===== src/common/orsq_map.vh =====
// Constants for the origin-return sequencer: command codes, bit positions,
// register selection codes and widths. Definitions only.
`ifndef ORSQ_MAP_VH
`define ORSQ_MAP_VH
// Port addresses
`define ORSQ_A_CMD 2'h0
`define ORSQ_A_DATA 2'h1
`define ORSQ_A_POS 2'h2
`define ORSQ_A_FEED 2'h3
`define ORSQ_A_STAT 2'h1
// Command classes (upper two bits)
`define ORSQ_CLS_START 2'h0
`define ORSQ_CLS_CTRL 2'h1
`define ORSQ_CLS_OUT 2'h3
`define ORSQ_CLS_SEL 2'h2
// Start mode codes
`define ORSQ_START_FH 8'h11
`define ORSQ_START_ACC 8'h15
`define ORSQ_START_FL 8'h10
`define ORSQ_START_DEC 8'h1D
`define ORSQ_STOP_NOW 8'h08
`define ORSQ_START_INT_BIT 5
// Control mode bits
`define ORSQ_CC_DIR 3
`define ORSQ_CC_MAXF 2
`define ORSQ_CC_SDEN 1
`define ORSQ_CC_ORG 0
// Output mode bits
`define ORSQ_OC_PMASK 2
`define ORSQ_OC_OMASK 1
// Register selection codes
`define ORSQ_SEL_FEED 8'h80
`define ORSQ_SEL_FL 8'h81
`define ORSQ_SEL_FH 8'h82
`define ORSQ_SEL_RAMP 8'h83
`define ORSQ_SEL_SCALE 8'h84
`define ORSQ_SEL_ENV 8'h87
// Environment register bits
`define ORSQ_ENV_ORDS 3
`define ORSQ_ENV_ORRS 4
`define ORSQ_ENV_PSTP 8
// Widths and reset values
`define ORSQ_W 24
`define ORSQ_ZERO24 24'h000000
`define ORSQ_ONE24 24'h000001
`define ORSQ_LSB_MASK 24'h0000FF
// Rate clock: cycles of core_clk per speed unit
`define ORSQ_TICK_DIV 16'h0064
`define ORSQ_ONE16 16'h0001
`endif


===== src/orsq_sync.v =====
// Three-stage synchroniser with agreement filter for one active-low pin.
// Assumes core_clk domain; pin is asynchronous.
`timescale 1ns/10ps
module orsq_sync (
   input wire core_clk,
   input wire rst,
   input wire clk_en,
   input wire pin_n,
   output reg level_n_q,
   output reg fall_q
);
   reg s1_q;
   reg s2_q;
   reg s3_q;
   // Chain; change accepted once stages two and three agree
   always @(posedge core_clk or posedge rst) begin
      if (rst) begin
         s1_q <= 1'b1;
         s2_q <= 1'b1;
         s3_q <= 1'b1;
         level_n_q <= 1'b1;
         fall_q <= 1'b0;
      end else if (clk_en) begin
         s1_q <= pin_n;
         s2_q <= s1_q;
         s3_q <= s2_q;
         fall_q <= 1'b0;
         if (s2_q == s3_q) begin
            level_n_q <= s3_q;
            fall_q <= level_n_q & ~s3_q;
         end
      end
   end
endmodule


===== src/orsq_rate.v =====
// Step rate generator: phase accumulator stepping at a speed word.
// Assumes core_clk domain and a tick strobe from the caller.
`timescale 1ns/10ps
module orsq_rate (
   input wire core_clk,
   input wire rst,
   input wire clk_en,
   input wire run,
   input wire tick,
   input wire [23:0] speed,
   output reg step_q
);
   reg [24:0] acc_q;
   wire [24:0] sum;
   assign sum = {1'b0, acc_q[23:0]} + {1'b0, speed};
   // Overflow of the accumulator is one step
   always @(posedge core_clk or posedge rst) begin
      if (rst) begin
         acc_q <= 25'h0;
         step_q <= 1'b0;
      end else if (clk_en) begin
         step_q <= 1'b0;
         if (!run) begin
            acc_q <= 25'h0;
         end else if (tick) begin
            acc_q <= {1'b0, sum[23:0]};
            step_q <= sum[24];
         end
      end
   end
endmodule


===== src/orsq_top.v =====
// Origin-return sequencer: command decode, register loading and step control.
// Assumes one 200 MHz core clock and a host on a plain strobe port.
//
// Function
// Pulse until origin input goes low
// Direction bit: 0 plus, 1 minus
// No start while origin already low
// Refused start still raises stop interrupt
// Feed-limit variant stops at zero count
// Feed counter decrements per pulse, readable
// Slowdown input decelerates to low speed
// Slowdown enable ignores or honours both inputs
// Origin stop immediate or decelerated
// Auto clear position on origin edge
// Clear plus decel: stop at low speed
// Position keeps counting overrun pulses
// Pulse mask suppresses output pulses
// Count hold freezes position counter
// Decode control codes 41h and 43h
// Decode start codes 11h and 15h
// Host loads select code then three bytes
// Accept 83h ramp and 81h low speed
// Constant start stops without ramp
// Mode decoded from mask and mode bits
// Start code 08h stops at once
// Sensor inputs synchronised, edges detected
// Register updates only on lower byte
`timescale 1ns/10ps
`include "orsq_map.vh"
module orsq_top (
   input wire core_clk,
   input wire rst,
   input wire clk_en,
   input wire [1:0] addr,
   input wire [7:0] wdata,
   input wire wr_stb,
   input wire rd_stb,
   output reg [23:0] rdata_q,
   input wire origin_n,
   input wire slow_plus_n,
   input wire slow_minus_n,
   output reg step_plus_q,
   output reg step_minus_q,
   output reg busy_q,
   output reg int_q
);
   // ----------------------------------------------------------------
   // State machine codes
   // ----------------------------------------------------------------
   localparam ST_IDLE = 3'b001;
   localparam ST_RUN = 3'b010;
   localparam ST_DEC = 3'b100;

   // ----------------------------------------------------------------
   // Registers
   // ----------------------------------------------------------------
   reg [2:0] st_q;
   reg [3:0] ctrl_q;
   reg [2:0] outm_q;
   reg [7:0] sel_q;
   reg [1:0] bcnt_q;
   reg [15:0] stage_q;
   reg [23:0] env_q;
   reg [23:0] fl_q;
   reg [23:0] fh_q;
   reg [23:0] ramp_q;
   reg [23:0] scale_q;
   reg [23:0] feed_q;
   reg [23:0] pos_q;
   reg [23:0] speed_q;
   reg [15:0] tdiv_q;
   reg [15:0] rdiv_q;
   reg accel_q;
   reg int_req_q;
   reg dir_q;
   reg maxf_q;

   wire org_n;
   wire org_fall;
   wire sp_n;
   wire sm_n;
   wire step;
   wire tick;
   wire ramp_tick;
   wire slow_on;
   wire mode_org;
   wire cmd_wr;
   wire data_wr;
   wire [23:0] full_word;
   wire [23:0] fh_eff;
   wire [23:0] fl_eff;
   wire [7:0] start_code;

   // ----------------------------------------------------------------
   // Input synchronisers
   // ----------------------------------------------------------------
   orsq_sync u_sync_org (
      .core_clk(core_clk),
      .rst(rst),
      .clk_en(clk_en),
      .pin_n(origin_n),
      .level_n_q(org_n),
      .fall_q(org_fall)
   );
   orsq_sync u_sync_sp (
      .core_clk(core_clk),
      .rst(rst),
      .clk_en(clk_en),
      .pin_n(slow_plus_n),
      .level_n_q(sp_n),
      .fall_q()
   );
   orsq_sync u_sync_sm (
      .core_clk(core_clk),
      .rst(rst),
      .clk_en(clk_en),
      .pin_n(slow_minus_n),
      .level_n_q(sm_n),
      .fall_q()
   );

   // ----------------------------------------------------------------
   // Decode helpers
   // ----------------------------------------------------------------
   assign cmd_wr = wr_stb & (addr == `ORSQ_A_CMD);
   assign data_wr = wr_stb & (addr == `ORSQ_A_DATA);
   assign full_word = {stage_q, wdata};
   // Start code with the interrupt request bit masked off
   assign start_code = {3'b000, wdata[4:0]};
   // Origin mode needs mode bit set and output mask clear
   assign mode_org = ctrl_q[`ORSQ_CC_ORG] & ~outm_q[`ORSQ_OC_OMASK];
   // Either slowdown input counts when enabled
   assign slow_on = ctrl_q[`ORSQ_CC_SDEN] & (~sp_n | ~sm_n);
   assign fh_eff = (fh_q == `ORSQ_ZERO24) ? `ORSQ_ONE24 : fh_q;
   assign fl_eff = (fl_q == `ORSQ_ZERO24) ? `ORSQ_ONE24 : fl_q;
   assign tick = (tdiv_q == `ORSQ_ONE16);
   assign ramp_tick = (rdiv_q == `ORSQ_ONE16);

   // ----------------------------------------------------------------
   // Step rate generator
   // ----------------------------------------------------------------
   orsq_rate u_rate (
      .core_clk(core_clk),
      .rst(rst),
      .clk_en(clk_en),
      .run(~st_q[0]),
      .tick(tick),
      .speed(speed_q),
      .step_q(step)
   );

   // Speed-unit and ramp-unit prescalers
   always @(posedge core_clk or posedge rst) begin
      if (rst) begin
         tdiv_q <= `ORSQ_TICK_DIV;
         rdiv_q <= `ORSQ_ONE16;
      end else if (clk_en) begin
         // Reload only on a tick so a zero scale still runs at the default rate
         if (tick)
            tdiv_q <= (scale_q[15:0] == 16'h0000) ? `ORSQ_TICK_DIV : scale_q[15:0];
         else
            tdiv_q <= tdiv_q - `ORSQ_ONE16;
         if (ramp_tick || ramp_q[15:0] == 16'h0000)
            rdiv_q <= (ramp_q[15:0] == 16'h0000) ? `ORSQ_ONE16 : ramp_q[15:0];
         else
            rdiv_q <= rdiv_q - `ORSQ_ONE16;
      end
   end

   // ----------------------------------------------------------------
   // Command and register write buffer
   // ----------------------------------------------------------------
   always @(posedge core_clk or posedge rst) begin
      if (rst) begin
         ctrl_q <= 4'h0;
         outm_q <= 3'h0;
         sel_q <= 8'h00;
         bcnt_q <= 2'h0;
         stage_q <= 16'h0000;
         env_q <= `ORSQ_ZERO24;
         fl_q <= `ORSQ_ZERO24;
         fh_q <= `ORSQ_ZERO24;
         ramp_q <= `ORSQ_ZERO24;
         scale_q <= `ORSQ_ZERO24;
      end else if (clk_en) begin
         if (cmd_wr) begin
            case (wdata[7:6])
               `ORSQ_CLS_CTRL: ctrl_q <= wdata[3:0];
               `ORSQ_CLS_OUT: outm_q <= wdata[2:0];
               `ORSQ_CLS_SEL: begin
                  sel_q <= wdata;
                  bcnt_q <= 2'h0;
                  stage_q <= 16'h0000;
               end
               default: ;
            endcase
         end else if (data_wr) begin
            if (bcnt_q == 2'h0) begin
               stage_q[15:8] <= wdata;
               bcnt_q <= 2'h1;
            end else if (bcnt_q == 2'h1) begin
               stage_q[7:0] <= wdata;
               bcnt_q <= 2'h2;
            end else begin
               // Lower byte commits the whole word
               bcnt_q <= 2'h0;
               case (sel_q)
                  `ORSQ_SEL_FL: fl_q <= full_word;
                  `ORSQ_SEL_FH: fh_q <= full_word;
                  `ORSQ_SEL_RAMP: ramp_q <= full_word;
                  `ORSQ_SEL_SCALE: scale_q <= full_word;
                  `ORSQ_SEL_ENV: env_q <= full_word;
                  default: ;
               endcase
            end
         end
      end
   end

   // ----------------------------------------------------------------
   // Operation sequencer
   // ----------------------------------------------------------------
   always @(posedge core_clk or posedge rst) begin
      if (rst) begin
         st_q <= ST_IDLE;
         speed_q <= `ORSQ_ZERO24;
         accel_q <= 1'b0;
         int_req_q <= 1'b0;
         dir_q <= 1'b0;
         maxf_q <= 1'b0;
         int_q <= 1'b0;
         busy_q <= 1'b0;
      end else if (clk_en) begin
         if (rd_stb && addr == `ORSQ_A_STAT)
            int_q <= 1'b0;
         case (st_q)
            ST_IDLE: begin
               if (cmd_wr && wdata[7:6] == `ORSQ_CLS_START &&
                   (start_code == `ORSQ_START_FH ||
                    start_code == `ORSQ_START_ACC ||
                    start_code == `ORSQ_START_FL)) begin
                  if (mode_org && !org_n) begin
                     // Refused start still signals the stop
                     if (wdata[`ORSQ_START_INT_BIT])
                        int_q <= 1'b1;
                  end else if (mode_org) begin
                     st_q <= ST_RUN;
                     busy_q <= 1'b1;
                     dir_q <= ctrl_q[`ORSQ_CC_DIR];
                     maxf_q <= ctrl_q[`ORSQ_CC_MAXF];
                     int_req_q <= wdata[`ORSQ_START_INT_BIT];
                     accel_q <= (start_code == `ORSQ_START_ACC);
                     if (start_code == `ORSQ_START_FL)
                        speed_q <= fl_eff;
                     else if (start_code == `ORSQ_START_ACC)
                        speed_q <= fl_eff;
                     else
                        speed_q <= fh_eff;
                  end
               end
            end
            ST_RUN: begin
               if (accel_q && ramp_tick && speed_q < fh_eff)
                  speed_q <= speed_q + `ORSQ_ONE24;
               if ((cmd_wr && wdata == `ORSQ_STOP_NOW) ||
                   (!org_n && !(env_q[`ORSQ_ENV_ORDS] && accel_q)) ||
                   (maxf_q && feed_q == `ORSQ_ZERO24)) begin
                  st_q <= ST_IDLE;
                  busy_q <= 1'b0;
                  if (int_req_q)
                     int_q <= 1'b1;
               end else if ((cmd_wr && wdata == `ORSQ_START_DEC) ||
                            (!org_n && env_q[`ORSQ_ENV_ORDS]) ||
                            (slow_on && accel_q)) begin
                  st_q <= ST_DEC;
               end
            end
            ST_DEC: begin
               if (ramp_tick && speed_q > fl_eff)
                  speed_q <= speed_q - `ORSQ_ONE24;
               if ((cmd_wr && wdata == `ORSQ_STOP_NOW) ||
                   (maxf_q && feed_q == `ORSQ_ZERO24) ||
                   (!org_n && !env_q[`ORSQ_ENV_ORDS]) ||
                   (speed_q <= fl_eff &&
                    (!org_n || !env_q[`ORSQ_ENV_ORDS] && slow_on == 1'b0))) begin
                  st_q <= ST_IDLE;
                  busy_q <= 1'b0;
                  if (int_req_q)
                     int_q <= 1'b1;
               end
            end
            default: st_q <= ST_IDLE;
         endcase
      end
   end

   // ----------------------------------------------------------------
   // Step outputs and counters
   // ----------------------------------------------------------------
   always @(posedge core_clk or posedge rst) begin
      if (rst) begin
         step_plus_q <= 1'b0;
         step_minus_q <= 1'b0;
         feed_q <= `ORSQ_ZERO24;
         pos_q <= `ORSQ_ZERO24;
      end else if (clk_en) begin
         // Masked pulses run internally only
         step_plus_q <= step & ~st_q[0] & ~dir_q & ~outm_q[`ORSQ_OC_PMASK];
         step_minus_q <= step & ~st_q[0] & dir_q & ~outm_q[`ORSQ_OC_PMASK];
         if (data_wr && bcnt_q == 2'h2 && sel_q == `ORSQ_SEL_FEED)
            feed_q <= full_word;
         else if (step && !st_q[0] && feed_q != `ORSQ_ZERO24)
            feed_q <= feed_q - `ORSQ_ONE24;
         if (org_fall && env_q[`ORSQ_ENV_ORRS] && !st_q[0])
            pos_q <= `ORSQ_ZERO24;
         else if (step && !st_q[0] && !env_q[`ORSQ_ENV_PSTP]) begin
            if (dir_q)
               pos_q <= pos_q - `ORSQ_ONE24;
            else
               pos_q <= pos_q + `ORSQ_ONE24;
         end
      end
   end

   // ----------------------------------------------------------------
   // Read port
   // ----------------------------------------------------------------
   always @(posedge core_clk or posedge rst) begin
      if (rst) begin
         rdata_q <= `ORSQ_ZERO24;
      end else if (clk_en) begin
         rdata_q <= `ORSQ_ZERO24;
         if (rd_stb) begin
            case (addr)
               `ORSQ_A_POS: rdata_q <= pos_q;
               `ORSQ_A_FEED: rdata_q <= feed_q;
               `ORSQ_A_STAT: rdata_q <= {18'h0, ~org_n, int_q, st_q, busy_q};
               default: rdata_q <= {17'h0, outm_q, ctrl_q};
            endcase
         end
      end
   end
endmodule


===== config.mk =====
export PLATFORM = sky130hd
export DESIGN_NAME = orsq_top
export DESIGN_NICKNAME = d
export VERILOG_FILES = /design/src/orsq_sync.v /design/src/orsq_rate.v /design/src/orsq_top.v
export VERILOG_INCLUDE_DIRS = /design/src /design/src/common
export SDC_FILE = /design/constraint.sdc
export NUM_CORES = 1
export LEC_CHECK = 0
export ABC_CLOCK_PERIOD_IN_PS = 8800
export BUFFER_PORTS_ARGS = -buffer_cell sky130_fd_sc_hd__buf_4
export CAP_MARGIN = 20
export CORE_MARGIN = 10
export CORE_UTILIZATION = 28
export CTS_CLUSTER_DIAMETER = 200
export DETAILED_ROUTE_END_ITERATION = 8
export SLEW_MARGIN = 20
export SYNTH_ARGS = -nofsm -noshare
export SYNTH_HDL_FRONTEND = slang
export SYNTH_SLANG_ARGS = --single-unit

===== constraint.sdc =====
create_clock -name core_clk -period 8.8 [get_ports core_clk]
set_input_delay 0.44 -clock core_clk [delete_from_list [all_inputs] [get_ports core_clk]]
set_output_delay 0.44 -clock core_clk [all_outputs]
set_load 0.01 [all_outputs]

Word-level counts from Yosys, hierarchy flattened

Index checks and enable logic that the tools add are counted.

Bitwise gates (word level): 24
Eq/ne operators: 37
$lt $le $gt $ge: 3
Muxes and demuxes: 58
Add/sub/neg operators: 8
Reductions and logical operators: 77

Operator list:

| cell                                                                  | count |
|---|---|
| 24-bit 2-to-1 mux                                                     | 17 |
| 24-bit case mux with 3 select lines                                   | 2 |
| 16-bit 2-to-1 mux                                                     | 7 |
| 24-bit zero test                                                      | 3 |
| 24-bit by 1-bit subtractor with 24-bit output (second input constant) | 3 |
| 24-bit by 1-bit adder with 24-bit output (second input constant)      | 2 |
| 8-bit == test (second input constant)                                 | 6 |
| 6-bit AND reduction                                                   | 6 |
| 16-bit by 1-bit == test with 1-bit output (second input constant)     | 2 |
| 16-bit zero test                                                      | 2 |
| 16-bit by 1-bit subtractor with 16-bit output (second input constant) | 2 |
| 24-bit by 24-bit adder with 25-bit output                             | 1 |
| 24-bit greater-than comparator                                        | 1 |
| 24-bit less-or-equal comparator                                       | 1 |
| 1-bit logical AND                                                     | 24 |
| 24-bit less-than comparator                                           | 1 |
| 8-bit 2-to-1 mux                                                      | 3 |
| 24-bit nonzero test                                                   | 1 |
| 3-bit 2-to-1 mux                                                      | 6 |
| 2-bit != test (second input constant)                                 | 8 |
| 5-bit == test (second input constant)                                 | 3 |
| 1-bit 2-to-1 mux                                                      | 15 |
| 7-bit AND reduction                                                   | 2 |
| 1-bit NOT                                                             | 13 |
| 24 further kinds                                                      | 76 |

Logic and storage cells: 248
Output and inout port bits: 28
Bits in registers: 299

Longest topological paths before layout

Depth in word-level cells: 10
Mapped depth: 14
Mapped depth without buffers: 14

Hierarchy

Synthesis repeated with hierarchy kept, for this count alone.

Cells, all modules: 1990
Area, all modules: 18357.6 µm²

Modules (own cells, without submodules):

| module    | area each (µm²) | seq. area each (µm²) | cells an instance | times used |
|---|---|---|---|---|
| orsq_top  | 15557.4         | 6387.4               | 1690              | 1 |
| orsq_rate | 2147.1          | 625.6                | 252               | 1 |
| orsq_sync | 217.7           | 130.1                | 16                | 3 |

Least setup slack after synthesis

OpenSTA, ideal clock, no wires.

Path kind: flip-flop to flip-flop
Start: register st_q[0]
End: register speed_q[21]
Arrival: 4043 ps
Required time: 8675 ps
Setup time: 125 ps
Path buffers: 3
Setup slack: 4633 ps
Cell stages (with the launch flop): 15
Cells stage by stage: dfstp_2 > clkbuf_1 > clkbuf_1 > nor2_1 > ha_1 > clkbuf_1 > a21o_1 > a21o_1 > a21oi_1 > o211ai_1 > o31ai_1 > a211oi_1 > a31oi_1 > a31oi_1 > mux2_2

Word-level cells in the longest chain between the ends: 3
Elaborated cells between the ends (all ways): 11
Those cells by class: eq/ne: 8; mux: 1; reduce/logical: 2

RTL lines:

| what                                                                 | RTL line       | source |
|---|---|---|
| start: declaration                                                   | orsq_top.v:57  | `reg [2:0] st_q;` |
| start signal: assignment                                             | orsq_top.v:225 | `st_q <= ST_IDLE;` |
| start signal: assignment                                             | orsq_top.v:247 | `st_q <= ST_RUN;` |
| start signal: assignment                                             | orsq_top.v:268 | `st_q <= ST_IDLE;` |
| 3-bit == test, or another cell as far along                          | orsq_top.v:236 | `case (st_q)` |
| 2-bit != test (no source line) or 3-bit nonzero test (tied branches) | --             |  |
| 7-bit AND reduction (no source line)                                 | --             |  |
| end signal: assignment                                               | orsq_top.v:254 | `speed_q <= fl_eff;` |
| end signal: assignment                                               | orsq_top.v:256 | `speed_q <= fl_eff;` |
| end signal: assignment                                               | orsq_top.v:258 | `speed_q <= fh_eff;` |
| end: declaration                                                     | orsq_top.v:70  | `reg [23:0] speed_q;` |

Parallel ways exist; a longest one is shown, timed or not.
A chain may end at the register's enable or synchronous reset.

Worst setup path after layout

Start: register st_q[1]
End: register speed_q[21]

Same word-level chain as after synthesis.

==> impl_summary.txt <==
----------------------------------------------------
[Power]
  P_int ... 2830 uW
  Fraction of power consumed by the clock network ... between 30% and 40%
  Combinational share of power ... around 22%
  Switching pwr ... 1520 uW
  Total power per unit cell area ... between 200 and 250 nW/um^2
  Flop pwr share ... a little over two fifths
  VDD IR-drop max ... around 0.12 mV
  Proportion of total power due to net switching ... approximately a third
  Static Leakage ... about 0.0095 uW

[Layout]
  Final instance count without filler cells ... 2874
  Share of final-layout standard cells stronger than drive strength 1 ... a little under an eighth
  Area grow syn2layout ... 13.1%
  Final design instance area without fill ... 20400 sq um
  Total inserted antenna cells ... 0
  Layout net count ... between 2000 and 2500

[Drt]
  Number of nets with antenna violations after routing ... 0
  Mean routed wirelength per cell ... approximately 18 um
  Vias post-DR ... 15200
  Mean number of vias per cell ... between 5 and 6
  Initial drt markers ... between 1000 and 1500
  Number of optimization iterations in the first detailed-route pass ... 6
  Aggregate routed wire length ... between 50000 and 60000 um
  DRC errors left ... 0

[Yosys]
  Dominant cell by count in the synthesized netlist ... dfrtp_1
  Commonest cells post-synth ... dfrtp_1 (276), o21ai_0 (235), nand2_1 (220)
  Share of the synthesized area in the top cell type ... 38.4%
  Cells taking the most area after synthesis ... dfrtp_1 (38%), ha_1 (8.3%), o21ai_0 (6.5%)
  Warnings from Yosys ... 0
  Synthesized netlist net count ... around 2100
  Cell area after synthesis ... roughly 18000 sq um
  Most frequently used flop master after synthesis ... dfrtp_1
  Sequential cell area fraction in the yosys report ... 40.9%
  Gate count after technology mapping ... 2002
  Library cells used by synthesis ... 84
  Number of synthesized flops with an enable pin ... 0
  Average cell area after synthesis ... approximately 9.0 sq um
  Number of synthesized register bits ... 293
  Share of synthesized flip-flops with an asynchronous set or reset ... 100%
  Cell type with the highest aggregate area in the netlist ... dfrtp_1

[Clocking]
  Max Buffers Root-to-Sink ... 3
  Clock network latency to the later pin of the worst-skew pair ... 0.55 ns
  Hold-fix buffers at CTS ... 0
  Number of sinks handled by clock tree synthesis ... just under 300
  Buffer count from post-CTS setup fixing ... 0
  H-tree level count ... 2
  Clock edge transition at the registers on the reported setup and hold paths ... about 0.060 ns
  Number of buffers created by CTS ... 35
  Number of resized instances in the post-cts repair step ... 0
  TritonCTS clock tree ... done
  Master cell of the clock root buffer ... clkbuf_16

[Timing]
  Remaining max-slew budget at the tightest pin ... roughly 28%
  Minimum clock period after layout ... about 4.0 ns
  Measured slew at the worst slew-check pin ... 1.07 ns
  FMAX ... between 200 and 300 MHz
  Final-report max-slew violation count ... 0
  RSZ-0062 raised after global routing ... no
  Portion of the clock cycle consumed by the worst path in the final layout ... about 45%
  Final clock skew ... between 0.02 and 0.025 ns
  Final hold violation count ... 0
  Final Setup Violations ... 0
  Final-layout setup total negative slack ... 0 ns

[Placement]
  Cell Count Post-Placement ... ~2800
  Count of buffers inserted at the top-level ports ... between 40 and 50
  Cell area reported after detailed placement ... roughly 19000 sq um
  Placer Congestion ... roughly 0.92
  Half-perimeter wire length after detailed placement ... 37300 um

[Critical path]
  Count of buffer and inverter cells on the critical path ... 2
  Flop2flop setup slack ... ~4.8 ns
  Worst flop-to-flop path endpoint ... speed_q[21]$_DFFE_PP0P_
  CP delay by family, top ... compound AO/OA/AOI/OAI gates
  Signal arrival time at the worst endpoint ... 4.41 ns
  Critical setup path kind ... register to register
  Kind of capture point of the worst setup path ... register
  Chain of cells forming the critical path ... inv_1 > nand2_1 > nor2_2 > buf_4 > ha_1 > a21o_1 > a21o_1 > a21oi_1 > o211ai_1 > o31ai_1 > a211oi_1 > a31oi_1 > a31oi_1 > mux2_2
  Required time reported for the critical path endpoint ... roughly 9.2 ns
  Critical Path Start ... st_q[1]$_DFFE_PP0P_
  Largest stage delay, worst path ... between 0.6 and 0.7 ns
  Kind of launch point of the worst setup path ... register
  Worst flop-to-flop path startpoint ... st_q[1]$_DFFE_PP0P_
  Worst Path Max Fanout ... 28
  Worst Reg2Reg Path Length in Cells ... 14
  Critical Path Slowest Stage Cell ... o31ai_1

[Die]
  Die footprint ... 74800 sq um
  Effective utilization at floorplan ... approximately 28%
  # rows ... a little over 90
  Area inside the core boundary ... about 63000 sq um
  Top-level I/O count ... 46
  Die X-Extent ... roughly 270 um
  Height of the die ... roughly 270 um

[Run status]
  Run status ... finished, final reports clean

[GRT]
  Via count of the first global-routing pass ... roughly 15000
  Remaining Overflow, GRT ... 0
  Overall routing resource usage ... between 10% and 20%
  First-pass GRT wire length ... 82700 um
  Number of antenna violations at the first check in global routing ... 1
  Maximum number of pins on one net before global-route repair ... approximately 160

[Run]
  Max-capacitance violation count ... 0

[Min path]
  HP Class ... primary input to asynchronous set/reset pin

----------------------------------------------------
## flip-flops by register name, indices dropped and copies added (netlist names), 2 cells and up
name,flops
u_rate.acc_q,24
ramp_q,16
tdiv_q,16
feed_q,24
pos_q,24
scale_q,16
st_q,3
ctrl_q,4
outm_q,3
env_q,3
fh_q,24
speed_q,24
sel_q,8
fl_q,24
bcnt_q,2
rdata_q,24
stage_q,16
rdiv_q,16
## power by group through the flow
stage	Clock (uW)	Sequential [uW]	Combinational [uW]
final	1530	1850	965
after detailed placement	0	1880	954
after CTS	1560	1850	960
after global placement	0	1870	918
after global routing	1610	1880	1090
after floorplan	0	1690	760
## kinds of logic after synthesis
logic type / Yosys count / synth area share (%)
compound gates: 649 / 22.1
xor+xnor: 55 / 2.68
fa+ha+maj: 123 / 8.68
buf+inv: 199 / 4.22
flops: 293 / 40.9
mux: 90 / 5.82
simple gates: 593 / 15.7
## area by class of cell
class / count / area, sq um
fill: 6519 / 42900
multi-input combinational: 1510 / 9900
sequential: 293 / 7350
tap: 846 / 1060
clock buffer: 51 / 1030
timing repair buffer: 58 / 448
inverter: 104 / 398
clock inverter: 12 / 174
## how the worst max path moves through the flow
stage / slack [ns] / end / depth (start not counted)
floorplan: 0.30 / accel_q$_DFFE_PP0P_ / 1
global placement: 5.05 / speed_q[21]$_DFFE_PP0P_ / 12
detailed placement: 4.93 / speed_q[21]$_DFFE_PP0P_ / 12
CTS: 4.91 / speed_q[21]$_DFFE_PP0P_ / 14
global route: 4.63 / speed_q[21]$_DFFE_PP0P_ / 14
finish: 4.82 / speed_q[21]$_DFFE_PP0P_ / 14
## per-layer routing
layer  track usage [%]  share of wire, %  up-vias
met4              4.07               2.4        2
li1                  -                 -     7267
met1              18.1                45     7472
met5                 0             0.015        -
met3              2.04               5.6       75
met2              22.3                47      378
## worst reg2reg max path, cell delays in order, from the launching register on
cell and delay [ns]:
dfrtp_1 0.43, inv_1 0.19, nand2_1 0.18, nor2_2 0.12, buf_4 0.33, ha_1 0.39, a21o_1 0.19, a21o_1 0.16
a21oi_1 0.31, o211ai_1 0.15, o31ai_1 0.65, a211oi_1 0.20, a31oi_1 0.18, a31oi_1 0.10, mux2_2 0.29
## metrics by stage
stage	hold WS (ns)	util, %	power, uW	setup slack [ns]
floorplan	0.434	-	2450	0.297
global placement	0.449	30.3	2790	5.05
detailed placement	0.467	30.3	2830	4.93
CTS	0.0915	32.2	4370	4.91
global route	0.110	32.2	4570	4.63
finish	0.104	32.2	4350	4.82
## cells in the final DEF, fill, tap and decap left out, types with 21 or more instances in the layout
master     count
nand4_1       22
mux2_2        63
nand3_1       40
xnor2_1       32
dfrtp_1      276
nor2_1       133
nand2_1      220
clkbuf_16     35
xor2_1        23
o21ai_0      235
o2bb2ai_1     23
nor4_1        35
a21oi_1      171
buf_4         57
inv_1        102
nor3_1        40
mux2i_1       21
ha_1         120
a21o_1        51
Power figures use the tool's default switching activity.
